## src/core/emb_pkg.sv

```systemverilog
package emb_pkg;
  // ==========================================================
  // register map (byte addresses)
  localparam logic [7:0] ENGINE_CTRL_STATUS_OFS = 8'h00;
  localparam logic [7:0] ENGINE_BUF_WRITE_WINDOW_OFS = 8'h04;
  localparam logic [7:0] HOST_CTRL_STATUS_OFS = 8'h08;
  localparam logic [7:0] ENGINE_CTRL_STATUS_HOST_ALIAS_OFS = 8'h0c;
  localparam logic [7:0] ENGINE_BUF_READ_WINDOW_OFS = 8'h10;
  localparam logic [7:0] HOST_CTRL_STATUS_ENGINE_VIEW_OFS = 8'h14;
  localparam logic [7:0] IRQ_STATUS_OFS = 8'h18;
  localparam logic [7:0] IRQ_MASK_OFS = 8'h1c;
  // ==========================================================
  // control/status fields
  localparam int IRQ_EN_BIT = 0;
  localparam int IRQ_STS_BIT = 1;
  localparam int DOORBELL_BIT = 2;
  localparam int READY_BIT = 3;
  localparam int RDPTR_LSB = 8;
  localparam int WRPTR_LSB = 16;
  localparam int DEPTH_LSB = 24;
  // ==========================================================
  // buffer geometry and reset values
  localparam int BUF_AW = 5;
  localparam logic [7:0] BUF_DEPTH = 8'h20;
  localparam logic [7:0] PTR_MASK = 8'h1f;
  localparam logic [3:0] IRQ_MASK_RST = 4'h0;
  // irq status bits: host doorbell, engine doorbell, write on full, read on empty
  localparam int EV_HOST_BELL = 0;
  localparam int EV_ENG_BELL = 1;
  localparam int EV_OVERRUN = 2;
  localparam int EV_UNDERRUN = 3;
endpackage

```

## src/core/emb_bell.sv

```systemverilog
`timescale 1ns/1ps
// doorbell: set by a write of one, clears itself next cycle while raising a sticky status
module emb_bell
  import emb_pkg::*;
(
  input wire logic mclk,
  input wire logic sys_rst,
  input wire logic ring,
  input wire logic sts_clr,
  output logic bell,
  output logic sts,
  output logic rise
);
  typedef struct packed {
    logic bell;
    logic sts;
  } emb_bell_st_t;
  emb_bell_st_t cur_ff;
  emb_bell_st_t nxt_st;

  always_comb
  begin
    nxt_st = cur_ff;
    nxt_st.bell = ring;
    // set wins over clear so a doorbell ringing during the w1c is kept
    if (sts_clr)
    begin
      nxt_st.sts = 1'b0;
    end
    if (cur_ff.bell)
    begin
      nxt_st.sts = 1'b1;
    end
  end

  always_ff @(posedge mclk)
  begin
    if (sys_rst)
    begin
      cur_ff <= '0;
    end
    else
    begin
      cur_ff <= nxt_st;
    end
  end

  assign bell = cur_ff.bell;
  assign sts = cur_ff.sts;
  assign rise = cur_ff.bell;

  chk_bell_self_clear: assert property (@(posedge mclk) disable iff (sys_rst)
    (bell && !ring) |=> (sts && !bell)) else $error("doorbell did not hand off");
endmodule // emb_bell

```

## src/core/emb_mbox.sv

```systemverilog
// The address map and the plain strobed port are this design's own decisions.
`timescale 1ns/1ps
// Operation
// [RULE1] firmware checks free slots before writing; holds message otherwise
// [RULE2] each written dword goes into the next buffer slot in order
// [RULE3] firmware may load several messages before ringing, if they fit
// [RULE4] firmware rings engine doorbell by read-modify-write writing one
// [RULE5] engine doorbell sets host status, interrupts host, then self-clears
// [RULE6] host status clears only by host writing one to it
// [RULE7] firmware checks host ready after ringing; zero means restart
// [RULE8] host gets read-only view of engine control/status with filled count
// [RULE9] empty buffer on interrupt means some other cause
// [RULE10] overflow seen by host means firmware fault, reset interface
// [RULE11] each read window access returns next dword and advances read pointer
// [RULE12] host rechecks engine ready after draining; zero discards message
// [RULE13] host acknowledges by ringing host doorbell with read-modify-write
// [RULE14] host doorbell sets engine status, interrupts engine, then self-clears
// [RULE15] host interrupt asserted only while host enable is one
// [RULE16] byte fields read pointer, write pointer, depth; filled is wp minus rp
// [RULE17] pointers wrap modulo depth; overflow when filled exceeds depth (here 8-bit pointers wrap at 256; only the slot index wraps at depth)
module emb_mbox
  import emb_pkg::*;
(
  input wire logic mclk,
  input wire logic sys_rst,
  input wire logic [7:0] reg_addr,
  input wire logic [31:0] reg_wdata,
  input wire logic reg_wr,
  input wire logic reg_rd,
  output logic [31:0] reg_rdata,
  output logic host_irq,
  output logic engine_irq,
  output logic sys_irq
);
  // ==========================================================
  // state
  typedef struct packed {
    logic [7:0] wr_ptr;
    logic [7:0] rd_ptr;
    logic [31:0] rdata;
    logic eng_irq_en;
    logic host_irq_en;
    logic engine_ready_flag;
    logic host_ready;
    logic [3:0] irq_sts;
    logic [3:0] irq_mask;
    logic host_irq;
    logic engine_irq;
    logic sys_irq;
  } emb_st_t;
  emb_st_t cur_ff;
  emb_st_t nxt_st;
  logic [31:0] buf_mem [0:31];

  logic engine_doorbell;
  logic host_doorbell;
  logic host_irq_status;
  logic engine_irq_status;
  logic eng_rise;
  logic host_rise;
  logic [7:0] engine_buf_filled_count;
  logic buf_full;
  logic buf_empty;
  logic wr_eng_csr;
  logic wr_host_csr;
  logic push;
  logic pop;
  logic [31:0] engine_ctrl_status;
  logic [31:0] host_ctrl_status;
  logic eng_ring;
  logic host_ring;
  logic eng_sts_w1c;
  logic host_sts_w1c;

  // ==========================================================
  // decode
  assign wr_eng_csr = reg_wr && (reg_addr == ENGINE_CTRL_STATUS_OFS);
  assign wr_host_csr = reg_wr && (reg_addr == HOST_CTRL_STATUS_OFS);
  // strobes named once so the doorbells and the checks see the same terms
  assign eng_ring = wr_eng_csr && reg_wdata[DOORBELL_BIT]; // see [RULE4]
  assign host_ring = wr_host_csr && reg_wdata[DOORBELL_BIT]; // see [RULE13]
  assign eng_sts_w1c = wr_eng_csr && reg_wdata[IRQ_STS_BIT];
  assign host_sts_w1c = wr_host_csr && reg_wdata[IRQ_STS_BIT]; // see [RULE6]
  assign engine_buf_filled_count = cur_ff.wr_ptr - cur_ff.rd_ptr; // see [RULE16]
  // a full buffer is depth filled slots; pointers carry three spare bits above the slot index for that
  assign buf_full = engine_buf_filled_count >= BUF_DEPTH; // see [RULE17]
  assign buf_empty = engine_buf_filled_count == 8'h00;
  assign push = reg_wr && (reg_addr == ENGINE_BUF_WRITE_WINDOW_OFS) && !buf_full;
  assign pop = reg_rd && (reg_addr == ENGINE_BUF_READ_WINDOW_OFS) && !buf_empty;

  // ==========================================================
  // doorbells
  emb_bell u_eng_bell (
    .mclk(mclk),
    .sys_rst(sys_rst),
    .ring(eng_ring),
    .sts_clr(host_sts_w1c),
    .bell(engine_doorbell),
    .sts(host_irq_status), // see [RULE5]
    .rise(eng_rise)
  );

  emb_bell u_host_bell (
    .mclk(mclk),
    .sys_rst(sys_rst),
    .ring(host_ring),
    .sts_clr(eng_sts_w1c),
    .bell(host_doorbell),
    .sts(engine_irq_status), // see [RULE14]
    .rise(host_rise)
  );

  // pointers shown as full 8-bit byte fields, not masked to slot index range
  always_comb
  begin
    engine_ctrl_status = '0;
    engine_ctrl_status[IRQ_EN_BIT] = cur_ff.eng_irq_en;
    engine_ctrl_status[IRQ_STS_BIT] = engine_irq_status;
    engine_ctrl_status[DOORBELL_BIT] = engine_doorbell;
    engine_ctrl_status[READY_BIT] = cur_ff.engine_ready_flag;
    engine_ctrl_status[RDPTR_LSB +: 8] = cur_ff.rd_ptr;
    engine_ctrl_status[WRPTR_LSB +: 8] = cur_ff.wr_ptr;
    engine_ctrl_status[DEPTH_LSB +: 8] = BUF_DEPTH;
    host_ctrl_status = '0;
    host_ctrl_status[IRQ_EN_BIT] = cur_ff.host_irq_en;
    host_ctrl_status[IRQ_STS_BIT] = host_irq_status;
    host_ctrl_status[DOORBELL_BIT] = host_doorbell;
    host_ctrl_status[READY_BIT] = cur_ff.host_ready;
  end

  // ==========================================================
  // next state
  always_comb
  begin
    nxt_st = cur_ff;
    if (push)
    begin
      nxt_st.wr_ptr = cur_ff.wr_ptr + 8'h01; // see [RULE2]
    end
    if (pop)
    begin
      nxt_st.rd_ptr = cur_ff.rd_ptr + 8'h01; // see [RULE11]
    end
    if (wr_eng_csr)
    begin
      nxt_st.eng_irq_en = reg_wdata[IRQ_EN_BIT];
      nxt_st.engine_ready_flag = reg_wdata[READY_BIT];
    end
    if (wr_host_csr)
    begin
      nxt_st.host_irq_en = reg_wdata[IRQ_EN_BIT];
      nxt_st.host_ready = reg_wdata[READY_BIT];
    end
    if (reg_wr && (reg_addr == IRQ_MASK_OFS))
    begin
      nxt_st.irq_mask = reg_wdata[3:0];
    end
    nxt_st.rdata = 32'h0000_0000;
    if (reg_rd)
    begin
      unique case (reg_addr)
        ENGINE_CTRL_STATUS_OFS: nxt_st.rdata = engine_ctrl_status;
        ENGINE_CTRL_STATUS_HOST_ALIAS_OFS: nxt_st.rdata = engine_ctrl_status; // see [RULE8]
        HOST_CTRL_STATUS_OFS: nxt_st.rdata = host_ctrl_status;
        HOST_CTRL_STATUS_ENGINE_VIEW_OFS: nxt_st.rdata = host_ctrl_status;
        ENGINE_BUF_READ_WINDOW_OFS: nxt_st.rdata = buf_empty ? 32'h0000_0000 :
          buf_mem[cur_ff.rd_ptr[BUF_AW-1:0]];
        IRQ_STATUS_OFS: nxt_st.rdata = {28'h0000000, cur_ff.irq_sts};
        IRQ_MASK_OFS: nxt_st.rdata = {28'h0000000, cur_ff.irq_mask};
        default: nxt_st.rdata = 32'h0000_0000;
      endcase
    end
    // read clears the summary status; a fresh event in the same cycle survives
    if (reg_rd && (reg_addr == IRQ_STATUS_OFS))
    begin
      nxt_st.irq_sts = 4'h0;
    end
    if (host_rise)
    begin
      nxt_st.irq_sts[EV_HOST_BELL] = 1'b1;
    end
    if (eng_rise)
    begin
      nxt_st.irq_sts[EV_ENG_BELL] = 1'b1;
    end
    if (reg_wr && (reg_addr == ENGINE_BUF_WRITE_WINDOW_OFS) && buf_full)
    begin
      nxt_st.irq_sts[EV_OVERRUN] = 1'b1;
    end
    if (reg_rd && (reg_addr == ENGINE_BUF_READ_WINDOW_OFS) && buf_empty)
    begin
      nxt_st.irq_sts[EV_UNDERRUN] = 1'b1;
    end
    nxt_st.host_irq = host_irq_status && cur_ff.host_irq_en; // see [RULE15]
    nxt_st.engine_irq = engine_irq_status && cur_ff.eng_irq_en; // see [RULE14]
    nxt_st.sys_irq = |(nxt_st.irq_sts & cur_ff.irq_mask);
  end

  always_ff @(posedge mclk)
  begin
    if (sys_rst)
    begin
      cur_ff <= '0;
      cur_ff.irq_mask <= IRQ_MASK_RST;
    end
    else
    begin
      cur_ff <= nxt_st;
    end
  end

  // memory kept out of reset; stale slots are never readable past wr_ptr
  always_ff @(posedge mclk)
  begin
    if (push)
    begin
      buf_mem[cur_ff.wr_ptr[BUF_AW-1:0]] <= reg_wdata; // see [RULE2]
    end
  end

  assign reg_rdata = cur_ff.rdata;
  assign host_irq = cur_ff.host_irq;
  assign engine_irq = cur_ff.engine_irq;
  assign sys_irq = cur_ff.sys_irq;

  // ==========================================================
  // checks
  // host direction; a doorbell rung two cycles running stays up, hence the ring term
  chk_bell_host_sts: assert property (@(posedge mclk) disable iff (sys_rst) // see [RULE5]
    (engine_doorbell && !eng_ring) |=> (host_irq_status && !engine_doorbell))
    else $error("engine doorbell did not set host status");
  chk_bell_event: assert property (@(posedge mclk) disable iff (sys_rst) // see [RULE5]
    engine_doorbell |=> cur_ff.irq_sts[EV_ENG_BELL])
    else $error("engine doorbell event not recorded");
  chk_host_sts_hold: assert property (@(posedge mclk) disable iff (sys_rst) // see [RULE6]
    (host_irq_status && !host_sts_w1c) |=> host_irq_status)
    else $error("host status dropped without w1c");
  chk_host_sts_clear: assert property (@(posedge mclk) disable iff (sys_rst) // see [RULE6]
    (host_sts_w1c && !engine_doorbell) |=> !host_irq_status)
    else $error("host status survived its w1c");
  chk_host_irq_gate: assert property (@(posedge mclk) disable iff (sys_rst) // see [RULE15]
    host_irq == ($past(host_irq_status) && $past(cur_ff.host_irq_en)))
    else $error("host irq does not follow status and enable");

  // engine direction
  chk_host_bell_eng: assert property (@(posedge mclk) disable iff (sys_rst) // see [RULE14]
    (host_doorbell && !host_ring) |=> (engine_irq_status && !host_doorbell)
    ##1 (engine_irq == $past(cur_ff.eng_irq_en)))
    else $error("host doorbell did not set engine status");
  chk_host_event: assert property (@(posedge mclk) disable iff (sys_rst) // see [RULE14]
    host_doorbell |=> cur_ff.irq_sts[EV_HOST_BELL])
    else $error("host doorbell event not recorded");
  chk_eng_sts_hold: assert property (@(posedge mclk) disable iff (sys_rst) // see [RULE14]
    (engine_irq_status && !eng_sts_w1c) |=> engine_irq_status)
    else $error("engine status dropped without w1c");
  chk_eng_irq_gate: assert property (@(posedge mclk) disable iff (sys_rst) // see [RULE14]
    engine_irq == ($past(engine_irq_status) && $past(cur_ff.eng_irq_en)))
    else $error("engine irq does not follow status and enable");

  // buffer; a refused access must leave its pointer where it was
  chk_ptr_advance: assert property (@(posedge mclk) disable iff (sys_rst) // see [RULE2]
    push |=> cur_ff.wr_ptr == $past(cur_ff.wr_ptr) + 8'h01)
    else $error("write pointer did not advance");
  chk_pop_advance: assert property (@(posedge mclk) disable iff (sys_rst) // see [RULE11]
    pop |=> cur_ff.rd_ptr == $past(cur_ff.rd_ptr) + 8'h01)
    else $error("read pointer did not advance");
  chk_overrun_drop: assert property (@(posedge mclk) disable iff (sys_rst) // see [RULE17]
    (reg_wr && reg_addr == ENGINE_BUF_WRITE_WINDOW_OFS && buf_full) |=>
    ($stable(cur_ff.wr_ptr) && cur_ff.irq_sts[EV_OVERRUN]))
    else $error("write on full not refused");
  chk_underrun_hold: assert property (@(posedge mclk) disable iff (sys_rst) // see [RULE11]
    (reg_rd && reg_addr == ENGINE_BUF_READ_WINDOW_OFS && buf_empty) |=>
    ($stable(cur_ff.rd_ptr) && reg_rdata == 32'h0000_0000 && cur_ff.irq_sts[EV_UNDERRUN]))
    else $error("read on empty not refused");
  chk_fill_bound: assert property (@(posedge mclk) disable iff (sys_rst) // see [RULE17]
    engine_buf_filled_count <= BUF_DEPTH)
    else $error("filled count beyond depth");

  // register bus and summary interrupt
  chk_alias_view: assert property (@(posedge mclk) disable iff (sys_rst) // see [RULE8]
    (reg_rd && reg_addr == ENGINE_CTRL_STATUS_HOST_ALIAS_OFS) |=>
    reg_rdata[WRPTR_LSB +: 8] == $past(cur_ff.wr_ptr))
    else $error("alias view wrong");
  chk_ctrl_ptr_view: assert property (@(posedge mclk) disable iff (sys_rst) // see [RULE16]
    (reg_rd && reg_addr == ENGINE_CTRL_STATUS_OFS) |=>
    reg_rdata[RDPTR_LSB +: 8] == $past(cur_ff.rd_ptr))
    else $error("read pointer field wrong");
  chk_rdata_idle: assert property (@(posedge mclk) disable iff (sys_rst)
    !reg_rd |=> reg_rdata == 32'h0000_0000)
    else $error("read data stood outside its cycle");
  chk_irq_sticky: assert property (@(posedge mclk) disable iff (sys_rst)
    !(reg_rd && reg_addr == IRQ_STATUS_OFS) |=>
    ((cur_ff.irq_sts & $past(cur_ff.irq_sts)) == $past(cur_ff.irq_sts)))
    else $error("status bit lost without a read");
  chk_sys_irq_level: assert property (@(posedge mclk) disable iff (sys_rst)
    sys_irq == |(cur_ff.irq_sts & $past(cur_ff.irq_mask)))
    else $error("summary irq does not follow masked status");

  // main scenarios
  cov_eng_bell: cover property (@(posedge mclk) engine_doorbell ##2 host_irq);
  cov_host_bell: cover property (@(posedge mclk) host_doorbell ##2 engine_irq);
  cov_full: cover property (@(posedge mclk) buf_full);
  cov_overrun: cover property (@(posedge mclk) $rose(cur_ff.irq_sts[EV_OVERRUN]));
  cov_drain: cover property (@(posedge mclk) pop ##1 buf_empty);
endmodule // emb_mbox

```

## config.mk

```make
export PLATFORM = sky130hd
export DESIGN_NAME = emb_mbox
export DESIGN_NICKNAME = d
export VERILOG_FILES = /design/src/core/emb_pkg.sv /design/src/core/emb_bell.sv /design/src/core/emb_mbox.sv
export SDC_FILE = /design/constraint.sdc
export NUM_CORES = 1
export LEC_CHECK = 0
export ABC_AREA = 1
export BUFFER_PORTS_ARGS = -buffer_cell sky130_fd_sc_hd__buf_2
export CORE_MARGIN = 4
export CORE_UTILIZATION = 29
export DETAILED_ROUTE_END_ITERATION = 10
export HOLD_SLACK_MARGIN = 0.08
export SLEW_MARGIN = 30
export SYNTH_ARGS = -nofsm -noshare
export SYNTH_HDL_FRONTEND = slang
export SYNTH_SLANG_ARGS = --single-unit
```

## constraint.sdc

```tcl
create_clock -name mclk -period 5.45 [get_ports mclk]
set_clock_uncertainty 0.05 [all_clocks]
set_input_delay 1.09 -clock mclk [delete_from_list [all_inputs] [get_ports mclk]]
set_output_delay 1.09 -clock mclk [all_outputs]
set_load 0.02 [all_outputs]
```

== Word-level counts from Yosys, hierarchy flattened ==
Memory sizes are Yosys's and may differ from the RTL's. A register that Yosys moved wholly into a read port is not among the register bits.
Index checks and enable logic that the tools add are counted.
W data, S select, Z words.

* Register bits: 67
* RAM bits: 1024
* Memories kept: 1
* Logic and storage cells: 71
* Bits of input ports: 44

* Equality and inequality tests: 7
* Order comparisons: 1
* Bitwise gates (word level): 2
* Add/sub/neg operators: 3
* Mux-type cells: 15
* Reduce and logical (&&, ||, !) cells: 26

{| class="wikitable"
|+ Memories
! name !! words !! bits a word !! rd ports !! clocked after Yosys merged registers in !! write ports !! line !! RTL
|-
| buf_mem || 32 || 32 || 1 || 1 || 1 || emb_mbox.sv:53 || <nowiki>logic [31:0] buf_mem [0:31];</nowiki>
|}

{| class="wikitable"
|+ Operator list
! operator !! count
|-
| $pmux W32 S5 || 1
|-
| $eq A8 B5 Y1 const B || 4
|-
| $mux W32 || 1
|-
| $add A8 B1 Y8 const B || 2
|-
| $eq A8 B4 Y1 const B || 2
|-
| $logic_and A1 B1 Y1 || 16
|-
| $logic_not A8 Y1 || 2
|-
| $mux W1 || 10
|-
| $mux W5 || 2
|-
| $eq A8 B3 Y1 const B || 1
|-
| $ge A8 B6 Y1 const B || 1
|-
| $sub A8 B8 Y8 || 1
|-
| $reduce_or A2 Y1 || 3
|-
| $and A4 B4 Y4 || 1
|-
| $mux W4 || 1
|-
| $reduce_bool A2 Y1 || 2
|-
| $reduce_or A4 Y1 || 1
|-
| $logic_not A1 Y1 || 2
|-
| $not A1 Y1 || 1
|}

== Longest topological paths before layout ==
Gate-level depths: netlist of run 1.

* Word-level depth: 6
* Gate-level depth with buffers: 16
* Gate-level depth less buffers: 16

== Hierarchy ==
A second synthesis of run 1 with hierarchy kept.

* Cell total of the unflattened synthesis: 3744
* Area total of the unflattened synthesis: 44267.5 µm²

{| class="wikitable"
|+ By module, submodules not included
! module !! area each (µm²) !! times used !! sequential area each (µm²) !! cells each
|-
| emb_mbox || 44117.3 || 1 || 32110.8 || 3726
|-
| emb_bell || 75.1 || 2 || 40.0 || 9
|}

== Worst setup path after synthesis of run 1 ==
OpenSTA, ideal clock, no wires.

* Kind: input port to flip-flop
* Start: input reg_addr[5]
* End: memory buf_mem[11][0] (enable)
* Arrival: 3402 ps
* Setup time: 421 ps
* Stages on the path: 9
* Path slack: 1577 ps
* Cells stage by stage: nor2_1 -> nand2_1 -> nor2_2 -> nand2_1 -> nor2_1 -> nand3_4 -> inv_4 -> nand2_2 -> nor2_1

* Cells in the longest elaborated chain, start to end: 5

{| class="wikitable"
|+ Ends and longest elaborated chain
! item !! line !! RTL
|-
| start: declaration || emb_mbox.sv:26 || <nowiki>input wire logic [7:0] reg_addr,</nowiki>
|-
| $eq A8 B3 Y1 || emb_mbox.sv:88 || <nowiki>assign push = reg_wr && (reg_addr == ENGINE_BUF_WRITE_WINDOW_OFS) && !buf_full;</nowiki>
|-
| $logic_and A1 B1 Y1 (2 in series) || emb_mbox.sv:88 ||
|-
| $mux W1 || emb_mbox.sv:215 || <nowiki>if (push)</nowiki>
|-
| $mux W1 (implied by the code) || emb_mbox.sv:217 || <nowiki>buf_mem[cur_ff.wr_ptr[BUF_AW-1:0]] <= reg_wdata;</nowiki>
|-
| end: declaration || emb_mbox.sv:53 ||
|}

Every way passes these cells.

== Worst setup path after layout of run 1 ==
* Start: register cur_ff[57] in the netlist's numbering
* End: memory buf_mem[31][21] (enable)

* Cells in the longest elaborated chain, start to end: 6

{| class="wikitable"
|+ Ends and longest elaborated chain
! item !! line !! RTL
|-
| start: declaration || emb_mbox.sv:51 || <nowiki>emb_st_t cur_ff;</nowiki>
|-
| start signal: assignment || emb_mbox.sv:208 || <nowiki>cur_ff <= nxt_st;</nowiki>
|-
| $sub A8 B8 Y8 || emb_mbox.sv:84 || <nowiki>assign engine_buf_filled_count = cur_ff.wr_ptr - cur_ff.rd_ptr;</nowiki>
|-
| $ge A8 B6 Y1 || emb_mbox.sv:86 || <nowiki>assign buf_full = engine_buf_filled_count >= BUF_DEPTH;</nowiki>
|-
| $logic_not A1 Y1 || emb_mbox.sv:88 ||
|-
| $logic_and A1 B1 Y1 || emb_mbox.sv:88 ||
|-
| $mux W1 || emb_mbox.sv:215 ||
|-
| $mux W1 (implied by the code) || emb_mbox.sv:217 ||
|}

Parallel ways exist; a longest one is shown, timed or not.

==> results of run 1 <==
per-layer routing:
layer	part of all wire	vias up	wire length, um	global-route usage
li1	-	13299	-	-
met1	0.41	14311	53840	0.2187
met2	0.46	1216	60190	0.2478
met3	0.081	213	10570	0.02894
met4	0.043	6	5596	0.06807
met5	0.00035	-	45	0
cell usage in the layout (no fill, tap or decap), types with 3 or more instances in the layout:
cell and count:
clkinv_1 29, bufinv_16 14, dfxtp_4 4, xnor2_1 5
o221ai_1 8, nor2_4 32, edfxtp_1 1024, nand2_2 10
clkinv_2 16, nand3_1 828, inv_1 62, xor2_1 6
nor2_1 40, nor3_1 15, nor3_2 9, clkinv_4 3
a21oi_1 149, o21ai_0 32, nor2_2 3, inv_2 3
ha_1 12, nand2_1 1104, buf_2 75, a22oi_1 44
buf_12 9, inv_6 5, clkbuf_1 22, buf_16 24
nand4_1 7, buf_4 37, clkbuf_16 110, clkinvlp_4 6
dfxtp_1 68
worst max path at each step:
stage	end	from	slack (ns)
6_report	buf_mem[31][21]	cur_ff[57]	1.66
5_1_grt	buf_mem[31][21]	cur_ff[59]	1.43
4_1_cts	buf_mem[31][13]	cur_ff[57]	1.67
3_5_place_dp	buf_mem[31][13]	reg_addr[5]	1.31
3_3_place_gp	buf_mem[11][8]	reg_addr[0]	1.29
2_1_floorplan	buf_mem[11][0]	reg_addr[5]	1.58
sequential cells by signal, indices dropped and copies added (netlist names), named ones only:
register / cells
buf_mem: 1024
cur_ff: 28
engine_irq: 1
host_irq: 1
u_eng_bell.bell: 1
sys_irq: 1
u_eng_bell.sts: 1
reg_rdata: 32
u_host_bell.sts: 1
u_host_bell.bell: 1
metrics by stage:
step	total power (W)	area, sq um
final	0.01706	50980
after global routing	0.01752	50980
after floorplan	0.009384	44380
after CTS	0.01715	50470
after detailed placement	0.009591	46840
after global placement	0.009584	46630
worst max-delay path, stage by stage, from the launching register on:
cell and delay, ns:
dfxtp_1 0.59, ha_1 0.36, or2_4 0.27, nand3_1 0.10, nand3_1 0.08, nand2_1 0.24, nand3_4 0.20, inv_4 0.18
nand2_2 0.36, nor3_4 0.75, buf_12 0.26
cell type report:
class	count	area, sq um	area share
Multi-Input combinational cell	2319	10800	0.2119
Timing Repair Buffer	145	1494	0.02930
Sequential cell	1096	32210	0.6317
Inverter	72	302.8	0.005939
Antenna cell	2	5.005	0.00009816
Clock buffer	133	2849	0.05588
Clock inverter	73	785.8	0.01541
Tap cell	2030	2540	0.04982
cell families (layout without fill, tap and decap cells):
kind of cell / after synthesis / after routing / share of synthesized area
simple gates: 2058 / 2058 / 0.2020
other cells: 0 / 2 / 0
compound gates: 238 / 238 / 0.03031
xor+xnor: 11 / 11 / 0.002171
fa+ha+maj: 12 / 12 / 0.003383
buf+inv: 333 / 423 / 0.03682
flops: 1096 / 1096 / 0.7253
power by group:
group	internal (W)	total, W	switching (W)
Sequential	0.00919	0.00919	0.000000208
Clock	0.00440	0.00765	0.00326
Combinational	0.0000184	0.000222	0.000204
==> results.json, run 1 <==
{
  "synthTopCellsByArea": "edfxtp_1, nand3_1, nand2_1",
  "hp-start": "cur_ff[11]",
  "rrSetupSlack_ns": 1.66,
  "dieArea_sq_um": 159400,
  "drcViolationCount": 0,
  "fill_cells": 14953,
  "clock_path_buffers": 3,
  "rsz0062_at_grt": "false",
  "rr_endpoint": "buf_mem[31][21]",
  "p_per_area_nw_per_um2": 334.7,
  "max_clock_freq_mhz": 263.9,
  "drv_slew": 0,
  "synth_fp_nets": 3804,
  "yosysMostFrequentCell": "nand2_1",
  "drt_wl_total_mm": 130.2,
  "die_h_um": 399.2,
  "cts.sinks": 1096,
  "hpwlAfterDp_mm": 79.22,
  "post_cts_resized": 0,
  "worstHoldPathType": "flip-flop to flip-flop",
  "io_pins": 79,
  "cp_data_arrival_time_ns": 4.13,
  "routedWlPerCell_um": 22.19,
  "r2r_cells": 10,
  "cp-end-kind": "flip-flop",
  "crit_path_start_kind": "flip-flop",
  "timing.final.ws_setup_ns": 1.661,
  "hold_end": "cur_ff[11]",
  "dr.first_iter.drc_count": 3812,
  "core_area_sq_um": 152100,
  "ys_types": 39,
  "netlist_instances": 3748,
  "pre_cts_ws_ns": 1.315,
  "postCtsSetupRepairBufs": 0,
  "htreeDepth": 3,
  "synth_top_area_share": 0.6928,
  "synth_area_sq_um": 44380,
  "antenna_found_initial": 9,
  "grt-ovfl-total": 0,
  "row_count": 143,
  "slew_headroom": 0.3115,
  "layoutNonFillerInstCount": 5870,
  "synth_edf_count": 1024,
  "r2r-start": "cur_ff[57]",
  "peakVddDrop_uv": 242.5,
  "insertion_delay_ns": 0.70,
  "path_max_fanout": 20,
  "hold_slack_ns": 0.4140,
  "fin_nets": 3799,
  "gp_congestion": 0.9086,
  "worst_pin_slew_ns": 1.033,
  "fin_setup_tns_ns": 0,
  "p_leak_nw": 17.43,
  "fin_util": 0.3352,
  "async_reset_ff_frac": 0,
  "ys_seq_area_frac": 0.7253,
  "setup_violations": 0,
  "syn_area_per_cell_sq_um": 11.84,
  "initial_core_util": 0.2918,
  "synthToLayoutAreaGrowth_pct": 14.87,
  "synth_top_cell_by_area": "edfxtp_1",
  "tritoncts": "built",
  "cts_buffers": 109,
  "ys_seq_elements": 1096,
  "max_cap_violations": 0,
  "drive_above_1_share": 0.09823,
  "vias": 29045,
  "hold_viol_final": 0,
  "grt_max_degree": 164,
  "status": "complete, no violations",
  "grt.total_usage": 0.1593,
  "yosys_warnings": 0,
  "synth_common_cells": "nand2_1, edfxtp_1, nand3_1, a21oi_1, buf_2",
  "path_clk_slew_ns": 0.06,
  "detail-route-antenna-nets": 0,
  "hold_buffers": 0,
  "final.min_clock_period_ns": 3.789,
  "required_ns": 5.79,
  "first_pass_iters": 6,
  "grt_pass1_vias": 27344,
  "port_buffers": 78,
  "path_class": "flip-flop to flip-flop",
  "grt_pass1_wl_mm": 188.8,
  "cts-root-buf": "clkbuf_16",
  "dp.cells": 5644,
  "die_w_um": 399.2,
  "min_period_over_period": 0.6952,
  "ys.flop_type": "edfxtp_1",
  "viasPerCell": 4.948,
  "hold_depth": 2
}
No activity file was read; power rests on OpenSTA's default activity.
==> run 2, diff against run 1 <==
- clock period: 5.45 -> 3.9 ns (I/O delays scaled with it)
==> run 2 against run 1 <==
Power grew 37%. Critical endpoint is now buf_mem[1][10]. Global-route usage shrank 0.68 points. Combinational power grew 25%. Die area is the same.
==> results.json, run 2 (same netlist as run 1, synthesis figures left out) <==
{
  "status": "complete, no violations",
  "path_clk_slew_ns": 0.06,
  "top_usage_layer": "met2",
  "detail-route-antenna-nets": 0,
  "layout_common_cells": "nand2_1, edfxtp_1, nand3_1",
  "crit_path_start_kind": "flip-flop",
  "antenna_found_initial": 12,
  "initial_core_util": 0.2918,
  "switching_power_w": 0.004667,
  "die_w_um": 399.2,
  "crit_chain": "ha_1 -> or2_4 -> nand3_2 -> nand2_1 -> nand2_1 -> nand2_2 -> nor2_8 -> nand3_4 -> inv_4 -> nand2_2 -> nor2_4 -> buf_4",
  "multi_input_area_sq_um": 10800,
  "vias": 28915,
  "peakVddDrop_uv": 411.0,
  "drcViolationCount": 0,
  "drive_above_1_share": 0.1059,
  "grt_use_met1": 0.2058,
  "crit_slowest_cell": "dfxtp_1",
  "io_pins": 79,
  "routedWlPerCell_um": 20.98,
  "fin_util": 0.3338,
  "grt_pass1_wl_mm": 183.5,
  "final_common_cell": "nand2_1",
  "tritoncts": "built",
  "postCtsSetupRepairBufs": 0,
  "hold_viol_final": 0,
  "slew_headroom": 0.3377,
  "p_leak_nw": 17.46,
  "cts-root-buf": "clkbuf_16",
  "min_period_over_period": 0.8648,
  "rsz0062_at_grt": "false",
  "drv_slew": 0,
  "seq_power_share": 0.549,
  "cp_data_arrival_time_ns": 3.69,
  "hpwlAfterDp_mm": 74.17,
  "fin_setup_tns_ns": 0,
  "fill_cells": 15066,
  "p_per_area_nw_per_um2": 461.0,
  "dr.first_iter.drc_count": 3002,
  "grtUsageMet2": 0.2472,
  "clock_path_buffers": 3,
  "pwr-share-clk": 0.439,
  "largest_register_ffs": 1024,
  "worstHoldPathType": "flip-flop to flip-flop",
  "htreeDepth": 3,
  "viasPerCell": 4.893,
  "regArea_sq_um": 32210,
  "grt.total_usage": 0.1525,
  "grt-ovfl-total": 0,
  "path_max_fanout": 11,
  "critical_path.top_delay_family": "simple AND/OR/NAND/NOR gates",
  "port_buffers": 78,
  "max_cap_violations": 0,
  "fin_nets": 3835,
  "setup_violations": 0,
  "synthToLayoutAreaGrowth_pct": 14.39,
  "cts.sinks": 1096,
  "max_clock_freq_mhz": 296.5,
  "grt_max_degree": 147,
  "grt_pass1_vias": 27785,
  "switching_share": 0.1994,
  "max_stage_delay_ns": 0.56,
  "cp-end-kind": "flip-flop",
  "dieArea_sq_um": 159400,
  "path_class": "flip-flop to flip-flop",
  "post_cts_resized": 0,
  "first_pass_iters": 6,
  "required_ns": 4.22,
  "internal_power_w": 0.01874,
  "final.min_clock_period_ns": 3.373,
  "insertion_delay_ns": 0.70,
  "drt_wl_total_mm": 124.0,
  "use_met3": 0.02308,
  "core_area_sq_um": 152100,
  "cts_buffers": 111,
  "row_count": 143,
  "pwr-share-comb": 0.012,
  "die_h_um": 399.2,
  "hold_buffers": 0,
  "worst-path-buf-inv": 2,
  "gp_congestion": 0.8693,
  "worst_pin_slew_ns": 0.9934
}
==> run 2: cell types whose count changed in the layout (fill, tap and decap cells not counted), sizes merged <==
cell,previous run,this run
clkbuf,133,136
bufinv,14,9
diode,2,9
buf,145,179
inv,74,72
clkinvlp,6,5
clkinv,51,55
==> run 2: path summary, 6_finish.rpt <==
path / from / to / slack [ns] / cells past startpoint
hold / removal: cur_ff[11] / cur_ff[11] / 0.41 / 2
setup reg to reg: cur_ff[57] / buf_mem[1][10] / 0.53 / 12
setup / recovery: cur_ff[57] / buf_mem[1][10] / 0.53 / 12
hold reg to reg: cur_ff[11] / cur_ff[11] / 0.41 / 2
==> run 2: final cells by class <==
class,instances,area share
Antenna cell,9,0.0004436
Clock buffer,136,0.05737
Clock inverter,69,0.01136
Inverter,72,0.005964
Multi-Input combinational cell,2319,0.2127
Sequential cell,1096,0.6344
Tap cell,2030,0.05003
Timing Repair Buffer,179,0.02780
==> run 2: worst register-to-register path, stage by stage (launching register included) <==
cell,delay (ns)
dfxtp_1,0.56
ha_1,0.35
or2_4,0.27
nand3_2,0.10
nand2_1,0.07
nand2_1,0.08
nand2_2,0.09
nor2_8,0.13
nand3_4,0.17
inv_4,0.19
nand2_2,0.30
nor2_4,0.43
buf_4,0.29
==> run 2: power by group through the flow <==
stage	Combinational [W]	Clock, W	Sequential (W)
finish	0.000277	0.0103	0.0128
floorplan	0.0000203	0	0.0131
CTS	0.000282	0.0104	0.0128
global route	0.000293	0.0110	0.0128
detailed placement	0.000283	0	0.0131
global placement	0.000279	0	0.0131
==> run 2: metal layers <==
layer  share of wire  up-vias
met5         0.00039        -
met4           0.042        8
met3           0.067      246
met2            0.47     1117
met1            0.42    14180
li1                -    13364
==> run 2: through the flow <==
step	setup WS [ns]	cells	hold WS [ns]	power, W	area, sq um
6_report	0.5273	5910	0.4115	0.02340	50770
5_1_grt	0.3151	5903	0.4553	0.02408	50750
4_1_cts	0.5072	5901	0.4085	0.02356	50750
3_3_place_gp	0.5412	5696	0.3954	0.01337	47260
2_1_floorplan	0.3172	3748	0.3763	0.01311	44380
3_5_place_dp	0.5274	5696	0.3986	0.01337	47260
